==> src/ossc_chan.sv <==
`timescale 1ns/100ps
`default_nettype none

package ossc_pkg;
  // Monitor and threshold range, in units of 100 switching operations
  localparam int             MON_W         = 14;
  localparam logic [13:0]    MON_MAX       = 14'h270f;  // 9999
  localparam logic [13:0]    MON_ZERO      = 14'h0000;
  localparam logic [13:0]    MON_ONE       = 14'h0001;
  // Prescaler counts 0..99 then wraps
  localparam logic [6:0]     PRE_LAST      = 7'h63;
  localparam logic [6:0]     PRE_ONE       = 7'h01;
  // Register map, byte addresses
  localparam int             ADDR_W        = 5;
  localparam logic [4:0]     OFF_CTRL      = 5'h00;
  localparam logic [4:0]     OFF_TH1       = 5'h04;
  localparam logic [4:0]     OFF_TH2       = 5'h08;
  localparam logic [4:0]     OFF_RST_SEL   = 5'h0c;
  localparam logic [4:0]     OFF_MON1      = 5'h10;
  localparam logic [4:0]     OFF_MON2      = 5'h14;
  localparam logic [4:0]     OFF_STATUS    = 5'h18;
  // Control register fields
  localparam int             CTRL_W        = 5;
  localparam int             CTRL_ONOFF1   = 0;
  localparam int             CTRL_ONOFF2   = 1;
  localparam int             CTRL_RT_CTRL  = 2;
  localparam int             CTRL_RT_AUX   = 3;
  localparam int             CTRL_DISP_EN  = 4;
  localparam logic [4:0]     CTRL_RST      = 5'h13;
  // Counter reset selector encoding
  localparam logic [1:0]     RSEL_NONE     = 2'h0;
  localparam logic [1:0]     RSEL_OUT1     = 2'h1;
  localparam logic [1:0]     RSEL_OUT2     = 2'h2;
  // Bus responses
  localparam logic [1:0]     RESP_OKAY     = 2'h0;
  localparam logic [1:0]     RESP_SLVERR   = 2'h2;
  // Display alternation: half period of 0.5 s (1 s cycle) at 200 MHz
  localparam longint         CLK_FREQ_HZ   = 200000000;
  localparam longint         ALT_HALF_MS   = 500;
  localparam int             ALT_CYCLES    =
    int'(ALT_HALF_MS * (CLK_FREQ_HZ / 1000));
  localparam int             ALT_W         = 27;
endpackage : ossc_pkg

module ossc_chan
  import ossc_pkg::*;
(
  // Clock and reset
  input  wire logic             aclk,
  input  wire logic             aresetn,
  // Configuration
  input  wire logic             onoff_mode,
  input  wire logic [MON_W-1:0] threshold,
  // Events
  input  wire logic             out_level,
  input  wire logic             clr,
  input  wire logic             data_err,
  // State
  output logic      [MON_W-1:0] monitor,
  output logic                  alarm,
  output logic                  err
);

  typedef struct packed {
    logic             prev;
    logic [6:0]       pre;
    logic [MON_W-1:0] mon;
    logic             err;
    logic             alarm;
  } ossc_chan_t;

  ossc_chan_t s_q;
  ossc_chan_t s_d;
  logic       active;

  // Next state of one output's counter
  always_comb begin
    s_d    = s_q;
    active = onoff_mode && (threshold != MON_ZERO);
    s_d.prev = out_level;
    if (clr) begin
      s_d.pre = '0;
      s_d.mon = MON_ZERO;
      s_d.err = 1'b0;
    end else if (active && s_q.prev && !out_level) begin
      // One on-to-off cycle counted per falling edge
      if (s_q.pre == PRE_LAST) begin
        s_d.pre = '0;
        if (s_q.mon != MON_MAX) begin
          s_d.mon = s_q.mon + MON_ONE;
        end
      end else begin
        s_d.pre = s_q.pre + PRE_ONE;
      end
    end
    // Corruption beats a same-cycle reset so no error is lost
    if (data_err || (s_q.mon > MON_MAX)) begin
      s_d.err = 1'b1;
      s_d.mon = MON_MAX;
    end
    s_d.alarm = s_d.err ||
                ((threshold != MON_ZERO) && (s_d.mon > threshold));
  end

  // State register
  always_ff @(posedge aclk) begin
    if (!aresetn) begin
      s_q <= '0;
    end else begin
      s_q <= s_d;
    end
  end

  assign monitor = s_q.mon;
  assign alarm   = s_q.alarm;
  assign err     = s_q.err;

endmodule : ossc_chan

`default_nettype wire

==> src/ossc_top.sv <==
// Chosen here: register access over AXI4-Lite and the register offsets.
`timescale 1ns/100ps
`default_nettype none

module ossc_top
  import ossc_pkg::*;
#(
  parameter int ALT_HALF_CYCLES = ALT_CYCLES
) (
  // Clock and reset
  input  wire logic              aclk,
  input  wire logic              aresetn,
  // AXI4-Lite write address
  input  wire logic [ADDR_W-1:0] awaddr,
  input  wire logic              awvalid,
  output logic                   awready,
  // AXI4-Lite write data
  input  wire logic [31:0]       wdata,
  input  wire logic [3:0]        wstrb,
  input  wire logic              wvalid,
  output logic                   wready,
  // AXI4-Lite write response
  output logic [1:0]             bresp,
  output logic                   bvalid,
  input  wire logic              bready,
  // AXI4-Lite read address
  input  wire logic [ADDR_W-1:0] araddr,
  input  wire logic              arvalid,
  output logic                   arready,
  // AXI4-Lite read data
  output logic [31:0]            rdata,
  output logic [1:0]             rresp,
  output logic                   rvalid,
  input  wire logic              rready,
  // Control output levels, counter storage check and screen type
  input  wire logic [1:0]        ctrl_out,
  input  wire logic [1:0]        data_err,
  input  wire logic              screen_is_pv,
  // Alarm and display
  output logic [1:0]             count_alarm,
  output logic                   alarm_ctrl_out,
  output logic                   alarm_aux_out,
  output logic                   pv_shown,
  output logic                   count_alarm_banner,
  output logic                   monitor_visible
);

  // Refuse a half period that the phase counter cannot hold
  if ((ALT_HALF_CYCLES < 2) ||
      (ALT_HALF_CYCLES >= (1 << ALT_W))) begin : g_bad_alt
    $error("ALT_HALF_CYCLES out of range");
  end

  // Last count of one display half period
  localparam logic [ALT_W-1:0] ALT_LAST =
    ALT_W'(ALT_HALF_CYCLES - 1);

  // Every register of the block except the counters in ossc_chan, bus side included
  typedef struct packed {
    logic              aw_got;
    logic [ADDR_W-1:0] awaddr;
    logic              w_got;
    logic [31:0]       wdata;
    logic [3:0]        wstrb;
    logic              awready;
    logic              wready;
    logic              bvalid;
    logic [1:0]        bresp;
    logic              arready;
    logic              rvalid;
    logic [1:0]        rresp;
    logic [31:0]       rdata;
    logic [CTRL_W-1:0] ctrl;
    logic [MON_W-1:0]  th1;
    logic [MON_W-1:0]  th2;
    logic [1:0]        rst_sel;
    logic [ALT_W-1:0]  alt_cnt;
    logic              phase;
    logic              alarm_ctrl;
    logic              alarm_aux;
    logic              pv_shown;
    logic              banner;
    logic              visible;
  } ossc_regs_t;

  // Current and next state, then per-output views
  ossc_regs_t          s_q;
  ossc_regs_t          s_d;
  logic [MON_W-1:0]    mon   [2];
  logic [1:0]          alarm;
  logic [1:0]          err;
  logic [1:0]          mode;
  logic [1:0]          clr;
  logic [MON_W-1:0]    th    [2];

  // Byte-lane merge of a write into an existing word
  function automatic logic [31:0] ossc_merge(
    input logic [31:0] old_v,
    input logic [31:0] new_v,
    input logic [3:0]  strb
  );
    logic [31:0] r;
    r = old_v;
    for (int b = 0; b < 4; b++) begin
      if (strb[b]) begin
        r[b*8 +: 8] = new_v[b*8 +: 8];
      end
    end
    return r;
  endfunction : ossc_merge

  // Threshold writes above the range are held at the top value
  // rather than cut to 14 bits, which could leave zero and stop counting
  function automatic logic [MON_W-1:0] ossc_clamp(input logic [31:0] v);
    if (v > {18'h00000, MON_MAX}) begin
      return MON_MAX;
    end
    return v[MON_W-1:0];
  endfunction : ossc_clamp

  // Per-output configuration and one-cycle reset strobes
  // A selector write clears its output's counter for a single cycle
  assign mode = {s_q.ctrl[CTRL_ONOFF2], s_q.ctrl[CTRL_ONOFF1]};
  assign th[0] = s_q.th1;
  assign th[1] = s_q.th2;
  assign clr[0] = (s_q.rst_sel == RSEL_OUT1);
  assign clr[1] = (s_q.rst_sel == RSEL_OUT2);

  // One counter per on/off control output
  generate
    for (genvar i = 0; i < 2; i++) begin : g_chan
      ossc_chan u_chan (
        .aclk       (aclk),
        .aresetn    (aresetn),
        .onoff_mode (mode[i]),
        .threshold  (th[i]),
        .out_level  (ctrl_out[i]),
        .clr        (clr[i]),
        .data_err   (data_err[i]),
        .monitor    (mon[i]),
        .alarm      (alarm[i]),
        .err        (err[i])
      );
    end
  endgenerate

  // Bus slave, register file and display sequencing
  always_comb begin
    logic [31:0] wv;
    wv  = '0;
    s_d = s_q;
    // Reset selection lasts one cycle, then reads back as zero
    s_d.rst_sel = RSEL_NONE;

    // Address and data are taken separately, in either order
    if (s_q.awready && awvalid) begin
      s_d.aw_got = 1'b1;
      s_d.awaddr = awaddr;
    end
    if (s_q.wready && wvalid) begin
      s_d.w_got = 1'b1;
      s_d.wdata = wdata;
      s_d.wstrb = wstrb;
    end
    // Response leaves once the master has seen it
    if (s_q.bvalid && bready) begin
      s_d.bvalid = 1'b0;
    end

    // Write once both address and data are held
    if (s_d.aw_got && s_d.w_got && !s_d.bvalid) begin
      s_d.aw_got = 1'b0;
      s_d.w_got  = 1'b0;
      s_d.bvalid = 1'b1;
      s_d.bresp  = RESP_OKAY;
      unique case (s_d.awaddr)
        OFF_CTRL: begin
          wv = ossc_merge({27'h0000000, s_q.ctrl}, s_d.wdata, s_d.wstrb);
          s_d.ctrl = wv[CTRL_W-1:0];
        end
        OFF_TH1: begin
          wv = ossc_merge({18'h00000, s_q.th1}, s_d.wdata, s_d.wstrb);
          s_d.th1 = ossc_clamp(wv);
        end
        OFF_TH2: begin
          wv = ossc_merge({18'h00000, s_q.th2}, s_d.wdata, s_d.wstrb);
          s_d.th2 = ossc_clamp(wv);
        end
        OFF_RST_SEL: begin
          wv = ossc_merge(32'h00000000, s_d.wdata, s_d.wstrb);
          // Codes above 2 are ignored
          if (wv <= {30'h00000000, RSEL_OUT2}) begin
            s_d.rst_sel = wv[1:0];
          end
        end
        default: begin
          s_d.bresp = RESP_SLVERR;
        end
      endcase
    end
    // Ready again only once the response is gone: one write in
    // flight, so no queue is needed behind the register file
    s_d.awready = !s_d.aw_got && !s_d.bvalid;
    s_d.wready  = !s_d.w_got && !s_d.bvalid;

    // Read channel, one outstanding
    if (s_q.rvalid && rready) begin
      s_d.rvalid = 1'b0;
    end
    if (s_q.arready && arvalid) begin
      s_d.rvalid = 1'b1;
      s_d.rresp  = RESP_OKAY;
      // Unmapped offsets read as zero with an error response
      unique case (araddr)
        OFF_CTRL:    s_d.rdata = {27'h0000000, s_q.ctrl};
        OFF_TH1:     s_d.rdata = {18'h00000, s_q.th1};
        OFF_TH2:     s_d.rdata = {18'h00000, s_q.th2};
        OFF_RST_SEL: s_d.rdata = {30'h00000000, s_q.rst_sel};
        OFF_MON1:    s_d.rdata = {18'h00000, mon[0]};
        OFF_MON2:    s_d.rdata = {18'h00000, mon[1]};
        OFF_STATUS:  s_d.rdata = {26'h0000000, s_q.banner, s_q.visible,
                                  err, alarm};
        default: begin
          s_d.rdata = 32'h00000000;
          s_d.rresp = RESP_SLVERR;
        end
      endcase
    end
    // Next read accepted once the data has been taken
    s_d.arready = !s_d.rvalid;

    // Routing of the combined count alarm
    s_d.alarm_ctrl = s_q.ctrl[CTRL_RT_CTRL] && (|alarm);
    s_d.alarm_aux  = s_q.ctrl[CTRL_RT_AUX] && (|alarm);

    // Monitors hidden when both thresholds are zero or both linear;
    // no output counts while hidden, as counting needs on/off mode and a nonzero threshold
    s_d.visible = ((s_q.th1 != MON_ZERO) || (s_q.th2 != MON_ZERO)) &&
                  (|mode);

    // Half-second phase; free running so both displays stay in step
    if (s_q.alt_cnt == ALT_LAST) begin
      s_d.alt_cnt = '0;
      s_d.phase   = !s_q.phase;
    end else begin
      s_d.alt_cnt = s_q.alt_cnt + ALT_W'(1);
    end

    // Alternate only on process-value screens with display enabled
    if ((|alarm) && screen_is_pv && s_q.ctrl[CTRL_DISP_EN]) begin
      s_d.pv_shown = !s_q.phase;
      s_d.banner   = s_q.phase;
    end else begin
      s_d.pv_shown = 1'b1;
      s_d.banner   = 1'b0;
    end
  end

  // State register
  always_ff @(posedge aclk) begin
    if (!aresetn) begin
      s_q      <= '0;
      // Both outputs leave reset in on/off mode, display enabled
      s_q.ctrl <= CTRL_RST;
    end else begin
      s_q <= s_d;
    end
  end

  // Outputs straight from flip-flops
  assign awready            = s_q.awready;
  assign wready             = s_q.wready;
  assign bvalid             = s_q.bvalid;
  assign bresp              = s_q.bresp;
  assign arready            = s_q.arready;
  assign rvalid             = s_q.rvalid;
  assign rresp              = s_q.rresp;
  assign rdata              = s_q.rdata;
  assign count_alarm        = alarm;
  assign alarm_ctrl_out     = s_q.alarm_ctrl;
  assign alarm_aux_out      = s_q.alarm_aux;
  assign pv_shown           = s_q.pv_shown;
  assign count_alarm_banner = s_q.banner;
  assign monitor_visible    = s_q.visible;

endmodule : ossc_top

`default_nettype wire

==> config.mk <==
export PLATFORM = sky130hd
export DESIGN_NAME = ossc_top
export DESIGN_NICKNAME = d
export VERILOG_FILES = /design/src/ossc_chan.sv /design/src/ossc_top.sv
export SDC_FILE = /design/constraint.sdc
export NUM_CORES = 1
export LEC_CHECK = 0
export BUFFER_PORTS_ARGS = -buffer_cell sky130_fd_sc_hd__buf_2
export CAP_MARGIN = 30
export CORE_UTILIZATION = 48
export CTS_BUF_LIST = sky130_fd_sc_hd__clkbuf_4 sky130_fd_sc_hd__clkbuf_8
export DETAILED_ROUTE_END_ITERATION = 7
export PLACE_DENSITY = 0.68
export SYNTH_ARGS = -nofsm -noshare
export SYNTH_HDL_FRONTEND = slang
export SYNTH_SLANG_ARGS = --single-unit
==> constraint.sdc <==
create_clock -name aclk -period 9.4 [get_ports aclk]
set_input_delay 0.94 -clock aclk [delete_from_list [all_inputs] [get_ports aclk]]
set_output_delay 0.94 -clock aclk [all_outputs]
set_load 0.01 [all_outputs]
; ---- After elaboration in Yosys (flattened, before gate mapping)
; Index checks and enable logic that the tools add are counted.
[totals]
reg_bits = 200
latchBits = 0
ram_bits = 0
romBits = 0
input_bits = 58
out_inout_bits = 48
word_cells = 182
memories = 0
[op_classes]
n_addsub = 5
multipliers = 0
div = 0
n_lt_le_gt_ge = 7
eq_ne = 16
n_shift = 0
mux = 68
bitwise_logic = 1
n_reduce_logical = 51
[ops]
columns = cell, count
row1 = $mux 8, 32
row2 = $mux 14, 12
row3 = $pmux 14 s7, 1
row4 = $gt 32x14->1 const B, 2
row5 = $mux 37, 1
row6 = $mux 35, 1
row7 = $le 32x2->1 const B, 1
row8 = $mux 15, 2
row9 = $add 14x1->14 const B, 2
row10 = $gt 14x14->1, 2
row11 = $gt 14x14->1 const B, 2
row12 = $ne 14x14->1 const B, 2
row13 = $reduce_bool 14->1, 2
row14 = $add 27x1->27 const B, 1
row15 = $eq 27x27->1 const B, 1
row16 = $logic_and 1x1->1, 22
row17 = $eq 5x4->1 const B, 4
row18 = $eq 5x5->1 const B, 3
row19 = $add 7x1->7 const B, 2
row20 = $eq 7x7->1 const B, 2
row21 = $mux 7, 2
row22 = $mux 1, 12
row23 = $eq 5x3->1 const B, 2
row24 = $logic_not 5->1, 2
row25 = 14 further kinds, 33

; ---- Depth between registers and ports, before layout
; Gate-level depths: netlist (run 1).
[depth]
word_depth = 10
depth_mapped = 16
depth_no_buf = 16

; ---- By module
; A second synthesis (run 1) with hierarchy kept.
[unflattened]
hier_cells = 1221
hier_area_um2 = 10149.7
[modules_own_cells]
columns = mod, instances, cells_each, area_each_um2, seq_area_each_um2
row1 = ossc_top, 1, 747, 6303.5, 2642.5
row2 = ossc_chan, 2, 237, 1923.1, 480.5

; ---- Least setup slack after synthesis (run 1)
; OpenSTA, ideal clock, no wires.
[synth_path]
path_type = input to register
startpoint = input ctrl_out[1]
endpoint = register g_chan[1].u_chan.s_q, in the netlist g_chan[1].u_chan.alarm
setup_ps = 117
arrival_time_ps = 3231
required_ps = 9283
path_slack_ps = 6051
path_stages = 13
path_buffers = 0
cell_sequence = nor2_1 nand3_1 or4_1 nor2_1 xnor2_1 o21ai_0 ha_1 a21o_1 a21o_1 a21oi_1 o21ai_0 o21ai_0 nand2b_1
[synth_lines]
columns = item, line
row1 = from (decl), ossc_top.sv:36  ; input wire logic [1:0] ctrl_out,
row2 = to (signal assigned), ossc_chan.sv:108  ; s_q <= '0;
row3 = to (signal assigned), ossc_chan.sv:110  ; s_q <= s_d;
row4 = to (decl), ossc_chan.sv:72  ; ossc_chan_t s_q;

==> flow_summary.json, run 1 <==
{
  "cts_resized": 0,
  "min_period_over_period_pct": 39.19,
  "crit_start": "g_chan[0].u_chan.monitor[5]",
  "ys_seq_elements": 180,
  "hold_path_depth": 1,
  "via_per_inst": 5.591,
  "crit_path_end_kind": "register",
  "drt.antenna.violating_nets": 0,
  "ioPinCount": 106,
  "maxCapViolCount": 0,
  "setup_viol": 0,
  "syn_area_um2": 9698,
  "portBuffers": 85,
  "drc": 0,
  "met1_usage_pct": 33.03,
  "grt_max_degree": 86,
  "p_leak_nw": 3.968,
  "finalHoldViolations": 0,
  "synth_edf_count": 0,
  "gr-max-usage-layer": "met2",
  "worst_hold_slack_ps": 422.9,
  "clock_skew_ps": 20.56,
  "fp.dieArea_um2": 20780,
  "setup-tns-final_ps": 0,
  "ys_types": 75,
  "clk_latency_ps": 460,
  "crit_type": "reg -> reg",
  "clkTransAtPathRegs_ps": 110,
  "cp.depth": 14,
  "grt_usage_pct": 24.47,
  "holdCritPathClass": "reg -> reg",
  "ys.flop_type": "dfxtp_1",
  "rsz0062_at_grt": "no",
  "grt_overflow_total": 0,
  "use_met2_pct": 40.35,
  "async_flop_share_pct": 0,
  "synthCells": 1158,
  "postSynthAreaPerCell_um2": 8.375,
  "use_met3_pct": 3.874,
  "critPathMaxStageDelay_ps": 730,
  "drt_wl_total_mm": 24.69,
  "required_ps": 9750,
  "path_common_cell": "a21oi_1",
  "hpwlAfterDp_mm": 18.26,
  "layout-drive-gt1-share_pct": 13.46,
  "ir_worst_vdd_mv": 0.08649,
  "drt-initial-drc-count": 591,
  "cts-buffers-inserted": 17,
  "yosys_warnings": 0,
  "cts_tree": "built",
  "relSlewSlack_pct": 37.69,
  "post_cts_buffers": 0,
  "layout.cells.most_common": "dfxtp_1",
  "rows": 51,
  "grt_antenna_before_repair": 0,
  "area_delta_synth_final_pct": 8.154,
  "status": "completed",
  "gp_congestion": 0.9601,
  "critPathBufInv": 0,
  "clock_path_buffers": 2,
  "cp_cell_sequence": "or4_1, nand2b_1, nand2_1, a21oi_1, nand2_1, nor2_1, ha_1, a21o_1, a21o_1, a21oi_1, nor2b_1, o21ai_0, a21oi_1, o22a_1",
  "grt_pass1_wl_mm": 39.40,
  "crit_path_start_kind": "register",
  "drv_slew": 0,
  "final_cell_mix": "dfxtp_1 (180), nand2_1 (146), nor2_1 (111), buf_2 (84), nand3_1 (54)",
  "nets": 1289,
  "first_global_vias": 7622,
  "r2r_cells": 14,
  "path_max_fanout": 12,
  "cp_top_family": "compound AO/OA/AOI/OAI gates",
  "wire_per_inst_um": 16.73,
  "floorplan.die.width_um": 144.1,
  "tightest_slew_ps": 934.6,
  "hp-start": "s_q[151]",
  "die_y_um": 144.1,
  "seq_area_frac_synth_pct": 37.16,
  "timing.fmax_ghz": 0.2714,
  "fin_crit_ps": 3684,
  "vias": 8253,
  "htreeDepth": 4,
  "cp.arrival_ps": 4040,
  "initial_utilization_pct": 49.34,
  "r2r-start": "g_chan[0].u_chan.monitor[5]",
  "cts_root_buf": "clkbuf_8",
  "drtPass1Iterations": 5,
  "power.density_nw_per_um2": 147.9,
  "cp_slowest_cell": "a21oi_1",
  "core_area_um2": 19650,
  "cts_hold_buf": 0,
  "fill_cells": 1937,
  "cts.sinks": 180,
  "num_antenna_cells": 0
}
[sequential cells by signal, summed over array words and instances, names as in the netlist, 2 cells and up]
| register | cells |
|---|---|
| s_q | 104 |
| g_chan.u_chan.monitor | 28 |
| g_chan.u_chan.alarm | 2 |
| rdata | 14 |
| g_chan.u_chan.s_q | 16 |
| mode | 2 |
| g_chan.u_chan.err | 2 |
[worst reg2reg max path, stage by stage, from the launching register on]
cell and delay, ps:
dfxtp_1 380, or4_1 570, nand2b_1 100, nand2_1 60, a21oi_1 730, nand2_1 320
nor2_1 220, ha_1 270, a21o_1 190, a21o_1 170, a21oi_1 140, nor2b_1 60
o21ai_0 140, a21oi_1 90, o22a_1 180
[report_power, final]
part | internal (mW) | switching [mW]
registers | 0.784 | 0.0235
clock network | 0.257 | 0.317
logic | 0.0632 | 0.106
[synth_stat cells (6+ instances only)]
library cell,count,area (µm²)
o21ai_0,50,250.2
o221a_1,7,78.83
nand3_1,54,270.3
nand2_1,146,548.0
dfxtp_1,180,3603
o211ai_1,11,82.58
nor3b_1,7,52.55
mux2i_1,19,190.2
o22ai_1,7,43.79
a21o_1,7,52.55
buf_4,40,300.3
nor3_1,22,110.1
a31oi_1,11,68.82
clkbuf_1,37,138.9
and3_1,11,68.82
or4_1,6,45.04
and2_1,28,175.2
inv_1,39,146.4
ha_1,33,412.9
xnor2_1,31,271.5
a22oi_1,23,172.7
nand2b_1,10,62.56
mux2_2,8,90.09
nor4_1,27,168.9
a21oi_1,15,75.07
nand4_1,20,125.1
xor2_1,31,271.5
nor2b_1,34,212.7
a21boi_0,38,285.3
nor2_1,111,416.7
[path summary, 6_finish.rpt]
kind / endpoint / slack [ps]
setup / recovery: g_chan[0].u_chan.alarm / 5720
hold / removal: awready / 420
setup reg to reg: g_chan[0].u_chan.alarm / 5720
hold reg to reg: awready / 420
[layer usage]
layer	part of all wire, %	up-vias	wire [µm]
met3	5.4	25	1333
li1	-	4108	-
met1	46	3860	11480
met5	0	-	0
met2	47	260	11500
met4	1.5	0	378
[through the flow]
stage / setup slack [ps] / utilization [%] / instances / total power [mW] / instance area (µm²)
2_1_floorplan: 6051 / - / 1177 / 0.9468 / 9769
3_3_place_gp: 5673 / 51.17 / 1444 / 0.9915 / 10060
3_5_place_dp: 5635 / 51.17 / 1444 / 0.9928 / 10060
4_1_cts: 5819 / 53.37 / 1476 / 1.563 / 10490
5_1_grt: 5372 / 53.37 / 1476 / 1.617 / 10490
6_report: 5716 / 53.37 / 1476 / 1.552 / 10490
[area by class of cell]
cell class / instances / area (µm²) / area share, %
inverter: 39 / 146.4 / 1.396
tap: 265 / 331.6 / 3.161
timing repair buffer: 89 / 457.9 / 4.366
clock buffer: 18 / 247.7 / 2.362
clock inverter: 14 / 183.9 / 1.754
sequential: 180 / 3603 / 34.36
multi-input combinational: 871 / 5518 / 52.61
[kinds of logic after synthesis]
kind of cell	share of synthesized area, %
and+or+nand+nor	25.84
other	0.03867
adders and majority gates	4.258
xor gates and xnor gates	5.599
DFF	37.16
muxes	3.354
buffers and inverters	6.747
AOI/OAI and AO/OA	17.00
No activity file was read; power rests on OpenSTA's default activity.
==> run 2: changes to the inputs <==
==> constraint.sdc (replaced) <==
create_clock -name aclk -period 3.7 [get_ports aclk]
set_input_delay 0.37 -clock aclk [delete_from_list [all_inputs] [get_ports aclk]]
set_output_delay 0.37 -clock aclk [all_outputs]
set_load 0.01 [all_outputs]
==> run 2 against run 1 <==
  * Hold slack worse by 300 ps
  * Sequential power rose to 2.5 times the previous value
  * Die area unchanged
  * Critical path depth up 1
  * Setup slack worse by 5500 ps
  * Wire length up 1.0%
  * Combinational power rose to 2.6 times the previous value
  * Cell count up 0.81%
  * Global-route usage up 0.57 points
  * Maximum frequency up 5.8%
  * Non-clock buffer count up 13
  * Via count up 2.0%
  * Critical path type unchanged
  * Highest routed layer unchanged
==> flow_summary.json, run 2 (synthesis gave the netlist of run 1 again) <==
{
  "nets": 1302,
  "drc": 0,
  "fp.dieArea_um2": 20780,
  "r2r_slack_ps": 220,
  "holdCritPathClass": "in -> reg",
  "initial_utilization_pct": 49.34,
  "p_clk_share_pct": 37.0,
  "drt-initial-drc-count": 773,
  "clock_path_buffers": 2,
  "p_seq_share_pct": 51.7,
  "setup-tns-final_ps": 0,
  "via_per_inst": 5.658,
  "crit_path_end_kind": "register",
  "critPathMaxStageDelay_ps": 600,
  "htreeDepth": 4,
  "first_global_vias": 7762,
  "totalPowerFinal_mw": 3.955,
  "drtPass1Iterations": 6,
  "intPower_mw": 2.864,
  "largest_register": "s_q",
  "clock_skew_ps": 16.89,
  "gp_congestion": 0.9757,
  "num_antenna_cells": 0,
  "vias": 8419,
  "portBuffers": 85,
  "layout.cells.most_common": "dfxtp_1",
  "instances_no_fill": 1488,
  "p_leak_nw": 4.041,
  "cp_cell_sequence": "or4_1, nand4b_1, nand3_1, buf_4, nor2_1, mux2i_1, o21ai_0, ha_1, nor2b_1, o21a_1, o21a_1, o21ai_0, a21oi_1, o21ai_0, nand2b_1",
  "switching_share_pct": 27.60,
  "timing.fmax_ghz": 0.2871,
  "grt_overflow_total": 0,
  "cts_tree": "built",
  "final_cell_mix": "dfxtp_1 (180), nand2_1 (146), nor2_1 (111), buf_2 (84), nand3_1 (54)",
  "cts.sinks": 180,
  "final_util_pct": 53.80,
  "grt_max_degree": 60,
  "path_common_cell": "o21ai_0",
  "layout-drive-gt1-share_pct": 14.31,
  "cts_resized": 0,
  "fin_crit_ps": 3483,
  "pre_cts_ws_ps": 301.9,
  "crit_path_start_kind": "register",
  "ioPinCount": 106,
  "status": "completed",
  "die_y_um": 144.1,
  "worst_hold_slack_ps": 120.1,
  "dp_cells": 1457,
  "cts_hold_buf": 0,
  "dpl_cell_area_um2": 10150,
  "regArea_um2": 3603,
  "grt_pass1_wl_mm": 40.40,
  "fin_area_um2": 10570,
  "fin_ws_ps": 217.5,
  "cts-buffers-inserted": 17,
  "maxCapViolCount": 0,
  "tightest_slew_ps": 923.1,
  "wire_per_inst_um": 16.76,
  "drt_wl_total_mm": 24.94,
  "grt_antenna_before_repair": 0,
  "cts_root_buf": "clkbuf_8",
  "rows": 51,
  "critPathBufInv": 1,
  "floorplan.die.width_um": 144.1,
  "ir_worst_vdd_mv": 0.2084,
  "drv_slew": 0,
  "finalHoldViolations": 0,
  "post_cts_buffers": 0,
  "core_area_um2": 19650,
  "drt.antenna.violating_nets": 0,
  "path_max_fanout": 6,
  "largest_register_ffs": 104,
  "power.density_nw_per_um2": 374.1,
  "power_frac_comb_pct": 11.3,
  "hpwlAfterDp_mm": 18.72,
  "clkTransAtPathRegs_ps": 100,
  "required_ps": 4060,
  "crit_type": "reg -> reg",
  "relSlewSlack_pct": 38.46,
  "p_sw_mw": 1.092,
  "grt_usage_pct": 25.04,
  "multi_input_area_um2": 5518,
  "cp_slowest_cell": "or4_1",
  "rsz0062_at_grt": "no",
  "cp.arrival_ps": 3840,
  "clk_latency_ps": 470,
  "cp_top_family": "simple AND/OR/NAND/NOR gates",
  "min_period_over_period_pct": 94.12,
  "setup_viol": 0,
  "area_delta_synth_final_pct": 9.031,
  "fill_cells": 1934
}
==> run 2: path summary, 6_finish.rpt <==
path	start	end	depth (start not counted)
worst max-delay path	s_q[39]	g_chan[1].u_chan.alarm	15
worst min-delay path	ctrl_out[0]	g_chan[0].u_chan.s_q[23]	2
worst max register to register	s_q[39]	g_chan[1].u_chan.alarm	15
worst min register to register	s_q[151]	awready	1
==> run 2: layout make-up <==
class,count,share of cell area (%)
inverters,39,1.384
clock buffers,19,2.414
flip-flops and latches,180,34.08
well taps,265,3.136
multi-input cells,871,52.18
repair buffers,102,5.254
clock inverters,12,1.550
==> run 2: power groups by stage <==
stage               Clock [mW]  Sequential (mW)  Combinational [mW]
CTS                       1.48             2.04               0.444
detailed placement           0             2.09               0.442
global route              1.56             2.05               0.496
floorplan                    0             2.07               0.332
finish                    1.46             2.05               0.448
global placement             0             2.09               0.439
==> run 2: per-layer routing <==
metal | up-vias | track usage, % | wire length [µm]
li1 | 4142 | - | -
met1 | 3920 | 34.54 | 11470
met2 | 311 | 39.36 | 11200
met3 | 46 | 4.106 | 1593
met4 | 0 | 8.864 | 684
met5 | - | 0 | 0
